===== src/rtl/codec_ctl_consts.svh =====
// Constants for the codec level and clock control block
`ifndef CODEC_CTL_CONSTS_SVH
`define CODEC_CTL_CONSTS_SVH
`define SAMPLE_W 24
`define GAIN_W 6
`define VOL_W 8
`define TIME_W 8
`define COUNT_W 4
`define ADC_RATE_DIV 256
`define MOD_LIMIT_HALF 2'h1
`define MOD_LIMIT_QUARTER 2'h3
`define DAC_LIMIT_8X 8'hff
`define DAC_LIMIT_4X 8'h7f
`define MUTE_RESET 2'h3
`define VOL_MANT_SHIFT 8
`define VOL_FRAC_BITS 4
`endif


===== src/rtl/codec_pkg.sv =====
// Types for the codec level and clock control block
`include "codec_ctl_consts.svh"
package codec_pkg;
	typedef enum logic [1:0] {alc_idle, alc_attack, alc_recover} alc_state_type;
	typedef enum logic [1:0] {recovery_none, recovery_normal, recovery_limited} recovery_mode_type;
	typedef enum logic [2:0] {
		source_playback, source_auxiliary, source_rate_converter, source_adc, source_receiver
	} dac_source_type;
	typedef struct packed {
		logic signed [`SAMPLE_W-1:0] left;
		logic signed [`SAMPLE_W-1:0] right;
	} stereo_type;
	typedef struct packed {
		logic [`SAMPLE_W-1:0] attack_threshold;
		logic [`SAMPLE_W-1:0] recovery_threshold;
		logic [`TIME_W-1:0] attack_time;
		logic [`TIME_W-1:0] recovery_time;
		recovery_mode_type recovery_mode;
		logic both_channels;
		logic [`COUNT_W-1:0] excursion_max;
	} alc_settings_type;
	typedef struct packed {
		logic [7:0] adc_div;
		logic adc_strobe;
		logic [1:0] mod_div;
		logic mod_tick;
		logic quarter;
		logic enable_seen;
		alc_settings_type settings;
		logic [`GAIN_W-1:0] gain_init_l;
		logic [`GAIN_W-1:0] gain_init_r;
		logic [`GAIN_W-1:0] offset;
		logic [`GAIN_W-1:0] gain_l;
		logic [`GAIN_W-1:0] gain_r;
		alc_state_type alc_state;
		logic [`TIME_W-1:0] timer;
		logic excursion_seen;
		logic [`COUNT_W-1:0] excursion_count;
		logic attack_active;
		logic dac_phase;
		logic [7:0] dac_cnt;
		logic dac_tick;
		logic dac_strobe;
		logic half_mclk;
		logic interp_4x;
		logic [1:0] mute;
		stereo_type dac_out;
		logic [`SAMPLE_W-1:0] peak_l;
		logic [`SAMPLE_W-1:0] peak_r;
	} control_state_type;
endpackage


===== src/rtl/codec_level_and_clock_control.sv =====
// Level control, converter clock division and DAC datapath control
// How it works
// - After attack, limited recovery restores gain step by step toward programmed value
// - Count one excursion per recovery interval with output above recovery threshold
// - Excursion count at programmed maximum stops all further recovery, gain held
// - Output above attack threshold restarts attack and clears the excursion count
// - ADC sample strobe is master clock divided by 256 in every modulator mode
// - Modulator runs at master clock over 2, or over 4 with alternative filters
// - DAC input selectable: playback, auxiliary, rate converter, ADC or receiver
// - Each DAC channel has 256-step volume, about 0.375 dB per step
// - Both DAC channels muted from reset until software unmutes them
// - Per-channel peak register tracks data peak, read clears it
// - DAC default expects 256 fs master clock with 8x interpolation
// - Attack lowers both gains one 0.5 dB step per attack time while over
// - Gain and level-control writes ignored while level control enabled
// - Gains never exceed programmed values, left-right difference kept
// - Enable toggle or third control register write resets level control
`timescale 1ns/10ps
`include "codec_ctl_consts.svh"
module codec_level_and_clock_control #(
	parameter int ADC_RATE_DIV = `ADC_RATE_DIV
) (
	input wire logic clock,
	input wire logic sys_rst,
	input wire logic modulator_clock_quarter_select,
	input wire logic adc_sample_valid,
	input wire codec_pkg::stereo_type adc_sample,
	input wire logic level_control_enable,
	input wire logic pga_gain_write,
	input wire logic [`GAIN_W-1:0] pga_gain_left,
	input wire logic [`GAIN_W-1:0] pga_gain_right,
	input wire logic alc_settings_write,
	input wire codec_pkg::alc_settings_type alc_settings,
	input wire logic alc_reset_write,
	input wire codec_pkg::dac_source_type dac_source_select,
	input wire codec_pkg::stereo_type playback_data,
	input wire codec_pkg::stereo_type auxiliary_data,
	input wire codec_pkg::stereo_type rate_converter_data,
	input wire codec_pkg::stereo_type receiver_data,
	input wire logic [`VOL_W-1:0] dac_volume_left,
	input wire logic [`VOL_W-1:0] dac_volume_right,
	input wire logic dac_mute_write,
	input wire logic [1:0] dac_mute_value,
	input wire logic dac_mclk_half,
	input wire logic dac_interp_quad,
	input wire logic peak_read_left,
	input wire logic peak_read_right,
	output logic adc_sample_strobe,
	output logic modulator_tick,
	output logic decimator_alt_filters,
	output logic [`GAIN_W-1:0] pga_gain_out_left,
	output logic [`GAIN_W-1:0] pga_gain_out_right,
	output logic [`COUNT_W-1:0] recovery_excursion_count,
	output logic alc_attack_active,
	output logic dac_engine_tick,
	output logic dac_sample_strobe,
	output logic dac_interp_4x,
	output logic [1:0] dac_mute_state,
	output codec_pkg::stereo_type dac_data,
	output logic [`SAMPLE_W-1:0] peak_level_left,
	output logic [`SAMPLE_W-1:0] peak_level_right
);
	import codec_pkg::*;

	localparam int ADC_GAP = ADC_RATE_DIV - 1;
	localparam logic [7:0] ADC_LAST = 8'(ADC_RATE_DIV - 1);
	// Entry 0 is unity, so step 0 of each group applies only that group's halvings
	localparam logic [8:0] VOL_MANT [16] = '{9'h100, 9'h0f4, 9'h0ea, 9'h0e0, 9'h0d7, 9'h0ce,
		9'h0c5, 9'h0bd, 9'h0b5, 9'h0ad, 9'h0a6, 9'h09f, 9'h098, 9'h092, 9'h08c, 9'h086};

	if (ADC_RATE_DIV < 4 || ADC_RATE_DIV > 256 ||
		(ADC_RATE_DIV & (ADC_RATE_DIV - 1)) != 0) begin : g_bad_rate
		$error("ADC_RATE_DIV must be a power of two from 4 to 256");
	end

	////////////////////////////////////////////////////////////////////////////////
	function automatic logic [`SAMPLE_W-1:0] magnitude(input logic signed [`SAMPLE_W-1:0] x);
		magnitude = x[`SAMPLE_W-1] ? `SAMPLE_W'(~x + 1'b1) : `SAMPLE_W'(x);
	endfunction

	// Log-like attenuation: halving per 16 steps, table within each group
	function automatic logic signed [`SAMPLE_W-1:0] attenuate(
		input logic signed [`SAMPLE_W-1:0] x, input logic [`VOL_W-1:0] vol);
		logic signed [`SAMPLE_W+8:0] prod;
		prod = '0;
		prod = x * $signed({1'b0, VOL_MANT[vol[`VOL_FRAC_BITS-1:0]]});
		prod = prod >>> `VOL_MANT_SHIFT;
		prod = prod >>> vol[`VOL_W-1:`VOL_FRAC_BITS];
		attenuate = prod[`SAMPLE_W-1:0];
	endfunction

	control_state_type s;
	control_state_type next_s;
	logic over_attack;
	logic over_recovery;
	logic [`GAIN_W-1:0] gain_cap;
	stereo_type dac_source;

	always_comb begin
		logic att_l;
		logic att_r;
		logic rec_l;
		logic rec_r;
		att_l = magnitude(adc_sample.left) > s.settings.attack_threshold;
		att_r = magnitude(adc_sample.right) > s.settings.attack_threshold;
		rec_l = magnitude(adc_sample.left) > s.settings.recovery_threshold;
		rec_r = magnitude(adc_sample.right) > s.settings.recovery_threshold;
		over_attack = s.settings.both_channels ? (att_l && att_r) : (att_l || att_r);
		over_recovery = s.settings.both_channels ? (rec_l && rec_r) : (rec_l || rec_r);
		gain_cap = (s.gain_init_l < s.gain_init_r) ? s.gain_init_l : s.gain_init_r;
	end

	always_comb begin
		case (dac_source_select)
			source_auxiliary: dac_source = auxiliary_data;
			source_rate_converter: dac_source = rate_converter_data;
			source_adc: dac_source = adc_sample;
			source_receiver: dac_source = receiver_data;
			default: dac_source = playback_data;
		endcase
	end

	////////////////////////////////////////////////////////////////////////////////
	always_comb begin
		logic step_down;
		logic [1:0] mod_limit;
		logic [7:0] dac_limit;
		logic tick;
		step_down = 1'b0;
		mod_limit = `MOD_LIMIT_HALF;
		dac_limit = `DAC_LIMIT_8X;
		tick = 1'b0;
		next_s = s;
		// Converter clocks
		next_s.adc_strobe = (s.adc_div == ADC_LAST);
		next_s.adc_div = next_s.adc_strobe ? 8'h00 : s.adc_div + 8'h01;
		next_s.quarter = modulator_clock_quarter_select;
		mod_limit = s.quarter ? `MOD_LIMIT_QUARTER : `MOD_LIMIT_HALF;
		next_s.mod_tick = (s.mod_div >= mod_limit);
		next_s.mod_div = next_s.mod_tick ? 2'h0 : s.mod_div + 2'h1;
		// Level control
		next_s.enable_seen = level_control_enable;
		if (!level_control_enable) begin
			if (pga_gain_write) begin
				next_s.gain_init_l = pga_gain_left;
				next_s.gain_init_r = pga_gain_right;
			end
			if (alc_settings_write) begin
				next_s.settings = alc_settings;
			end
		end
		if (level_control_enable != s.enable_seen || alc_reset_write) begin
			next_s.offset = '0;
			next_s.excursion_count = '0;
			next_s.alc_state = alc_idle;
			next_s.timer = '0;
			next_s.excursion_seen = 1'b0;
		end else if (level_control_enable && adc_sample_valid) begin
			if (s.timer != '0) begin
				next_s.timer = s.timer - `TIME_W'(1);
			end
			case (s.alc_state)
				alc_attack: begin
					if (s.timer == '0) begin
						if (over_attack) begin
							step_down = 1'b1;
						end else begin
							next_s.alc_state = alc_recover;
							next_s.timer = s.settings.recovery_time;
							next_s.excursion_seen = 1'b0;
						end
					end
				end
				default: begin
					if (over_attack) begin
						step_down = 1'b1;
					end else if (s.alc_state == alc_recover) begin
						next_s.excursion_seen = s.excursion_seen || over_recovery;
						if (s.timer == '0) begin
							next_s.timer = s.settings.recovery_time;
							next_s.excursion_seen = 1'b0;
							if (s.excursion_seen || over_recovery) begin
								if (s.settings.recovery_mode == recovery_limited &&
									s.excursion_count != s.settings.excursion_max) begin
									next_s.excursion_count = s.excursion_count + `COUNT_W'(1);
								end
							end else if (s.settings.recovery_mode != recovery_none && s.offset != '0 &&
								!(s.settings.recovery_mode == recovery_limited &&
								s.excursion_count == s.settings.excursion_max)) begin
								next_s.offset = s.offset - `GAIN_W'(1);
							end
						end
					end
				end
			endcase
			if (step_down) begin
				next_s.alc_state = alc_attack;
				next_s.timer = s.settings.attack_time;
				next_s.excursion_count = '0;
				if (s.offset < gain_cap) begin
					next_s.offset = s.offset + `GAIN_W'(1);
				end
			end
		end
		next_s.gain_l = s.gain_init_l - s.offset;
		next_s.gain_r = s.gain_init_r - s.offset;
		next_s.attack_active = (s.alc_state == alc_attack);
		// DAC clocking
		next_s.half_mclk = dac_mclk_half;
		next_s.interp_4x = dac_interp_quad;
		next_s.dac_phase = s.half_mclk ? !s.dac_phase : 1'b0;
		tick = !s.half_mclk || s.dac_phase;
		next_s.dac_tick = tick;
		dac_limit = s.interp_4x ? `DAC_LIMIT_4X : `DAC_LIMIT_8X;
		next_s.dac_strobe = tick && (s.dac_cnt >= dac_limit);
		if (tick) begin
			next_s.dac_cnt = next_s.dac_strobe ? 8'h00 : s.dac_cnt + 8'h01;
		end
		// DAC datapath
		if (dac_mute_write) begin
			next_s.mute = dac_mute_value;
		end
		if (s.dac_strobe) begin
			next_s.dac_out.left = s.mute[0] ? '0 : attenuate(dac_source.left, dac_volume_left);
			next_s.dac_out.right = s.mute[1] ? '0 : attenuate(dac_source.right, dac_volume_right);
		end
		// Peak capture: a fresh sample wins over a read clear
		if (peak_read_left) begin
			next_s.peak_l = '0;
		end
		if (peak_read_right) begin
			next_s.peak_r = '0;
		end
		if (s.dac_strobe && magnitude(dac_source.left) > next_s.peak_l) begin
			next_s.peak_l = magnitude(dac_source.left);
		end
		if (s.dac_strobe && magnitude(dac_source.right) > next_s.peak_r) begin
			next_s.peak_r = magnitude(dac_source.right);
		end
	end

	always_ff @(posedge clock or posedge sys_rst) begin
		if (sys_rst) begin
			s <= '0;
			s.alc_state <= alc_idle;
			s.mute <= `MUTE_RESET;
		end else begin
			s <= next_s;
		end
	end

	assign adc_sample_strobe = s.adc_strobe;
	assign modulator_tick = s.mod_tick;
	assign decimator_alt_filters = s.quarter;
	assign pga_gain_out_left = s.gain_l;
	assign pga_gain_out_right = s.gain_r;
	assign recovery_excursion_count = s.excursion_count;
	assign alc_attack_active = s.attack_active;
	assign dac_engine_tick = s.dac_tick;
	assign dac_sample_strobe = s.dac_strobe;
	assign dac_interp_4x = s.interp_4x;
	assign dac_mute_state = s.mute;
	assign dac_data = s.dac_out;
	assign peak_level_left = s.peak_l;
	assign peak_level_right = s.peak_r;
endmodule


===== config.mk =====
export PLATFORM = sky130hd
export DESIGN_NAME = codec_level_and_clock_control
export DESIGN_NICKNAME = d
export VERILOG_FILES = /design/src/rtl/codec_pkg.sv /design/src/rtl/codec_level_and_clock_control.sv
export VERILOG_INCLUDE_DIRS = /design/src /design/src/rtl
export SDC_FILE = /design/constraint.sdc
export NUM_CORES = 2
export LEC_CHECK = 0
export BUFFER_PORTS_ARGS = -buffer_cell sky130_fd_sc_hd__buf_2
export CAP_MARGIN = 10
export CORE_MARGIN = 1
export CORE_UTILIZATION = 50
export CTS_BUF_LIST = sky130_fd_sc_hd__clkbuf_2 sky130_fd_sc_hd__clkbuf_4 sky130_fd_sc_hd__clkbuf_8
export CTS_CLUSTER_DIAMETER = 30
export DETAILED_ROUTE_END_ITERATION = 12
export GPL_ROUTABILITY_DRIVEN = 0
export PLACE_DENSITY_LB_ADDON = 0.2
export SLEW_MARGIN = 10
export SYNTH_ARGS = -nofsm -noshare
export SYNTH_HDL_FRONTEND = slang
export SYNTH_SLANG_ARGS = --single-unit
export TNS_END_PERCENT = 30

===== constraint.sdc =====
create_clock -name clock -period 10.5 [get_ports clock]
set_input_delay 2.1 -clock clock [delete_from_list [all_inputs] [get_ports clock]]
set_output_delay 2.1 -clock clock [all_outputs]
set_load 0.02 [all_outputs]

### Yosys cells after proc, flatten, opt, wreduce, memory -nomap -nowiden

Memory sizes are Yosys's and may differ from the RTL's.
Index checks and enable logic that the tools add are counted.

* add/sub/neg operators: 13
* multipliers: 2
* $lt $le $gt $ge: 12
* equal/unequal tests: 16
* shift operators: 2
* multiplexer cells: 54
* bitwise logic cells: 7
* reduce and logical (&&, ||, !) cells: 34

Operators by type and width (number)
* two-way mux 24 bit: 10
* case mux 48 bit (4 select lines): 1
* greater-than comparator 24 bit: 6
* adder 24 x 1 -> 24 bit, second input constant: 4
* inverter 24 bit: 4
* multiplier 24 x 10 -> 33 bit: 2
* two-way mux 6 bit: 11
* >>> shifter 25 x 4 -> 24 bit: 2
* two-way mux 9 bit: 5
* two-way mux 13 bit: 3
* two-way mux 8 bit: 4
* two-way mux 15 bit: 2
* two-way mux 11 bit: 2
* nonzero test 3 bit: 6
* adder 8 x 1 -> 8 bit, second input constant: 2
* two-way mux 4 bit: 4
* less-than comparator 6 bit: 2
* subtractor 6 bit: 2
* greater-or-equal comparator 5 bit, second input constant: 2
* logical AND 1 bit: 10
* two-way mux 10 bit: 1
* inverter 4 -> 5 bit: 2
* != test 3 x 1 -> 1 bit, second input constant: 3
* equality test 8 bit, second input constant: 1
* 30 further kinds: 49

* register bits after elaboration: 242
* bits in read-only memories: 288
* input port bits: 357
* output and inout port bits: 121
* logic and storage cells: 176
* memories: 2

Memory list
* (no name shown): depth 16, bits a word 9, rd ports 1, clocked after memory_dff 0, wr ports 0, line codec_level_and_clock_control.sv:86 `` prod = x * $signed({1'b0, VOL_MANT[vol[`VOL_FRAC_BITS-1:0]]}); ``
* (no name shown): depth 16, bits a word 9, rd ports 1, clocked after memory_dff 0, wr ports 0, line codec_level_and_clock_control.sv:86

### Logic depth before layout (Yosys ltp)

* depth after elaboration: 16
* gate-level depth with buffers: 34
* gate-level depth less buffers: 28

### Worst setup path after synthesis

OpenSTA, ideal clock, no wires.

* path type: input port to flip-flop
* start point: input dac_source_select[0]
* end point: register s, in the netlist dac_data[12]
* library setup time: 0.122 ns
* data arrival time: 9.339 ns
* required time: 10.378 ns
* path slack: 1.040 ns
* cell stages on the path: 31
* buffers on the path: 8
* path through: buf_2 > buf_6 > buf_6 > buf_4 > buf_6 > buf_2 > o311ai_0 > a222oi_1 > clkbuf_1 > nand2_1 > fa_1 > inv_1 > fa_1 > fa_1 > fa_1 > inv_1 > fa_1 > inv_1 > ha_1 > clkbuf_1 > a21o_1 > a21o_1 > a21o_1 > a311oi_1 > a21oi_1 > o211ai_1 > o221ai_1 > nor2_1 > a31oi_1 > a211o_1 > a32o_1

* longest elaborated chain between the ends: 5
* elaborated cells between the ends (all ways): 8
* classes of those cells: 1 x mul; 4 x eq/ne; 1 x shift; 2 x mux

Ends and longest elaborated chain
* from (decl): line codec_level_and_clock_control.sv:35 `input wire codec_pkg::dac_source_type dac_source_select,`
* equality test 3 bit (tied with other cells): line codec_level_and_clock_control.sv:114 `case (dac_source_select)`
* case mux 48 bit (4 select lines) (*): line codec_level_and_clock_control.sv:114
* multiplier 24 x 10 -> 33 bit (*): line codec_level_and_clock_control.sv:86
* >>> shifter 25 x 4 -> 24 bit (*): line codec_level_and_clock_control.sv:88 `` prod = prod >>> vol[`VOL_W-1:`VOL_FRAC_BITS]; ``
* two-way mux 24 bit (*): line codec_level_and_clock_control.sv:225 `next_s.dac_out.right = s.mute[1] ? '0 : attenuate(dac_source.right, dac_volume_right);`
* to (signal assigned): line codec_level_and_clock_control.sv:248 `s <= next_s;`
* to (decl): line codec_level_and_clock_control.sv:92 `control_state_type s;`

Mark *: on every way between the ends. The rest lies on a longest branch, timed or not.
A chain may end at the register's enable or synchronous reset.

### Worst setup path in the final report

* start point: input dac_source_select[1]
* end point: register s, in the netlist dac_data[17]

Same word-level chain as after synthesis.

==> results.toml <==
[outcome]
status = "complete, no violations"

[timing]
timing.final.crit_period_ns = 9.76
maxSlewViolCount = 0
skew_ns = 0.0405
rsz0062_at_grt = "no"
worst_slew_pin_slew_ns = 1.24
fin_crit_sh_pct = 92.9
fin_setup_tns_ns = 0
setup_viol = 0
fmax_mhz = 102
hold_viol = 0
slew_headroom_pct = 16.4

[die]
start_util_pct = 50.5
coreArea_sq_um = 75800
ioPinCount = 478
dieArea_sq_um = 77700
placementRows = 101
die_w_um = 279
dieHeight_um = 279

[finish]
areaGrowthSynthToFinish_pct = 11.2
stdcell_count = 5954
fillers = 7067
seq_area_sq_um = 6060
drive_gt1_share_pct = 18.1
post-route-cell-area_sq_um = 42600
multi_input_area_sq_um = 28300
fin_nets = 5935

[critical_path]
crit_arrival_ns = 10.36
critPathKind = "in2reg"
path_common_cell = "fa_1"
cp_slowest_cell = "o32a_1"
worstPathMaxFanout = 31
r2r_slack_ns = 6.03
worstSetupEndpointType = "flop"
start_kind = "input port"
max_stage_delay_ns = 0.63
critPathRequiredTime_ns = 11.10

[placed_design]
placed_cell_area_sq_um = 40900
dpl.hpwl_mm = 109
dp_cells = 5808
port_buffers = 477

[routing]
avgRoutedWirePerCell_um = 22.5
drcViolationCount = 0
vias = 35700
drt-pass1-iter-count = 6
initialDrtViolationCount = 3515
viasPerCell = 6.00
wl_mm = 134
ant_nets = 0

[grt]
grt_overflow = 0
antenna_found_initial = 25
grt_start_max_net_pins = 75
grt_usage_pct = 34.5
grt_pass1_wl_mm = 207
grt_use_met2_pct = 55.1
top_usage_layer = "met2"
met3_usage_pct = 6.84
grt_pass1_vias = 35500
met1_usage_pct = 44.1

[synthesis]
synth_ff_type = "dfrtp_1"
yosys.area_share.simple_pct = 17.8
synth_cell_types = 109
synth.net_count = 5629
ys_top_cells_by_area = "fa_1, dfrtp_1, ha_1"
synthAdderAreaFrac_pct = 29.1
yosysWarnings = 0
synth_area_sq_um = 38300
synth_cells = 4593
synth_area_per_cell_sq_um = 8.34
synth_top_cell_by_area = "fa_1"
synth_compound_area_share_pct = 17.5
synth_edf_count = 0
async_reset_ff_share_pct = 100
synth-seq-cells = 242
yosys-mux-area-fraction_pct = 5.53
synth_xor_area_share_pct = 3.88
synth_top_family_by_area = "adder cells"
synth_top_area_share_pct = 18.3
ys_seq_area_share_pct = 15.8

[clock_network]
insertion_delay_ns = 0.70
cts_root_buf = "clkbuf_8"
postCtsSetupRepairBufs = 0
cts_tree = "built"
numClockSinks = 242
clkTransAtPathRegs_ns = 0.05
cts_buffers = 67
cts-htree-levels = 3
clock_path_buffers = 3
post_cts_resized = 0
cts_hold_buf = 0

[flow_run]
cap_violations = 0

[worst_hold_path]
hold_path_class = "reg2reg"
==> worst max-delay path, delay by kind of cell <==
family | cells | cell delay (ns)
buf+inv | 4 | 0.43
xor+xnor | 1 | 0.47
fa+ha+maj | 6 | 2.85
compound gates | 12 | 3.66
simple gates | 3 | 0.79
==> worst paths after layout <==
path / startpoint / endpoint / cells past startpoint
max: dac_source_select[1] / dac_data[17]$_DFFE_PP0P_ / 26
min: s[240]$_DFF_PP0_ / s[240]$_DFF_PP0_ / 1
max reg2reg: s[146]$_DFFE_PP0P_ / s[144]$_DFFE_PP0N_ / 18
min reg2reg: s[240]$_DFF_PP0_ / s[240]$_DFF_PP0_ / 1
max in group asynchronous: sys_rst / peak_level_right[9]$_DFF_PP0_ / 4
min in group asynchronous: sys_rst / modulator_tick$_DFF_PP0_ / 2
==> logic make-up after synthesis <==
kind of cell    after synthesis
flops                       242
mux                         176
buf+inv                     905
compound gates              981
simple gates               1439
xor+xnor                    169
fa+ha+maj                   681
==> state kept, by name (all words and copies together), names as in the netlist <==
name                      flops
alc_attack_active             1
peak_level_left              24
recovery_excursion_count      4
dac_engine_tick               1
peak_level_right             24
pga_gain_out_left             6
dac_interp_4x                 1
dac_mute_state                2
dac_data                     48
modulator_tick                1
pga_gain_out_right            6
s                           121
dac_sample_strobe             1
adc_sample_strobe             1
decimator_alt_filters         1
==> synthesized netlist by cell type (63+ instances only) <==
master / count
inv_1: 557
nand2_1: 475
ha_1: 329
nand4_1: 63
mux2_2: 92
buf_4: 120
nor3_1: 72
mux2i_1: 64
o21ai_0: 195
nand3_1: 80
a21oi_1: 201
fa_1: 350
nor2_1: 394
a21o_1: 95
nand2b_1: 73
clkbuf_1: 175
dfrtp_1: 240
nor2b_1: 98
xnor2_1: 132
==> metrics by stage <==
| stage | hold slack, ns | utilization [%] | setup slack [ns] |
|---|---|---|---|
| finish | 0.467 | 56.2 | 0.741 |
| global route | 0.492 | 56.1 | 0.375 |
| CTS | 0.476 | 56.1 | 1.03 |
| detailed placement | 0.463 | 53.9 | 0.300 |
| global placement | 0.460 | 53.9 | 0.448 |
| floorplan | 0.444 | - | 1.04 |
==> per-layer routing <==
metal  vias up  part of all wire (%)
li1      16200                     -
met1     17400                    40
met2      1721                    46
met3       396                   8.6
met4         2                   5.8
met5         -                0.0075
==> cells in the final DEF, fill, tap and decap left out, types with 43 or more instances in the layout <==
master / n
nand3_1: 80
mux2_2: 92
nand2b_1: 72
buf_2: 474
nor2_1: 394
mux2i_1: 64
a21oi_1: 201
nand2_1: 475
o211ai_1: 43
a21o_1: 95
nor3_1: 72
o21ai_0: 195
buf_4: 105
clkbuf_8: 77
fa_1: 350
ha_1: 329
nand4_1: 63
xnor2_1: 132
dfrtp_1: 240
inv_1: 556
nor2b_1: 97
a211oi_1: 46
==> final cells by class <==
| type | count | area share (%) |
|---|---|---|
| Tap cell | 978 | 2.87 |
| Timing Repair Buffer | 579 | 7.42 |
| Inverter | 563 | 4.98 |
| Multi-Input combinational cell | 3446 | 66.6 |
| Clock inverter | 33 | 1.12 |
| Clock buffer | 87 | 2.67 |
| Antenna cell | 26 | 0.153 |
| Sequential cell | 242 | 14.2 |
Power is not shown: default switching activity piles up to over one toggle a cycle in this logic, so the estimate is an artifact.
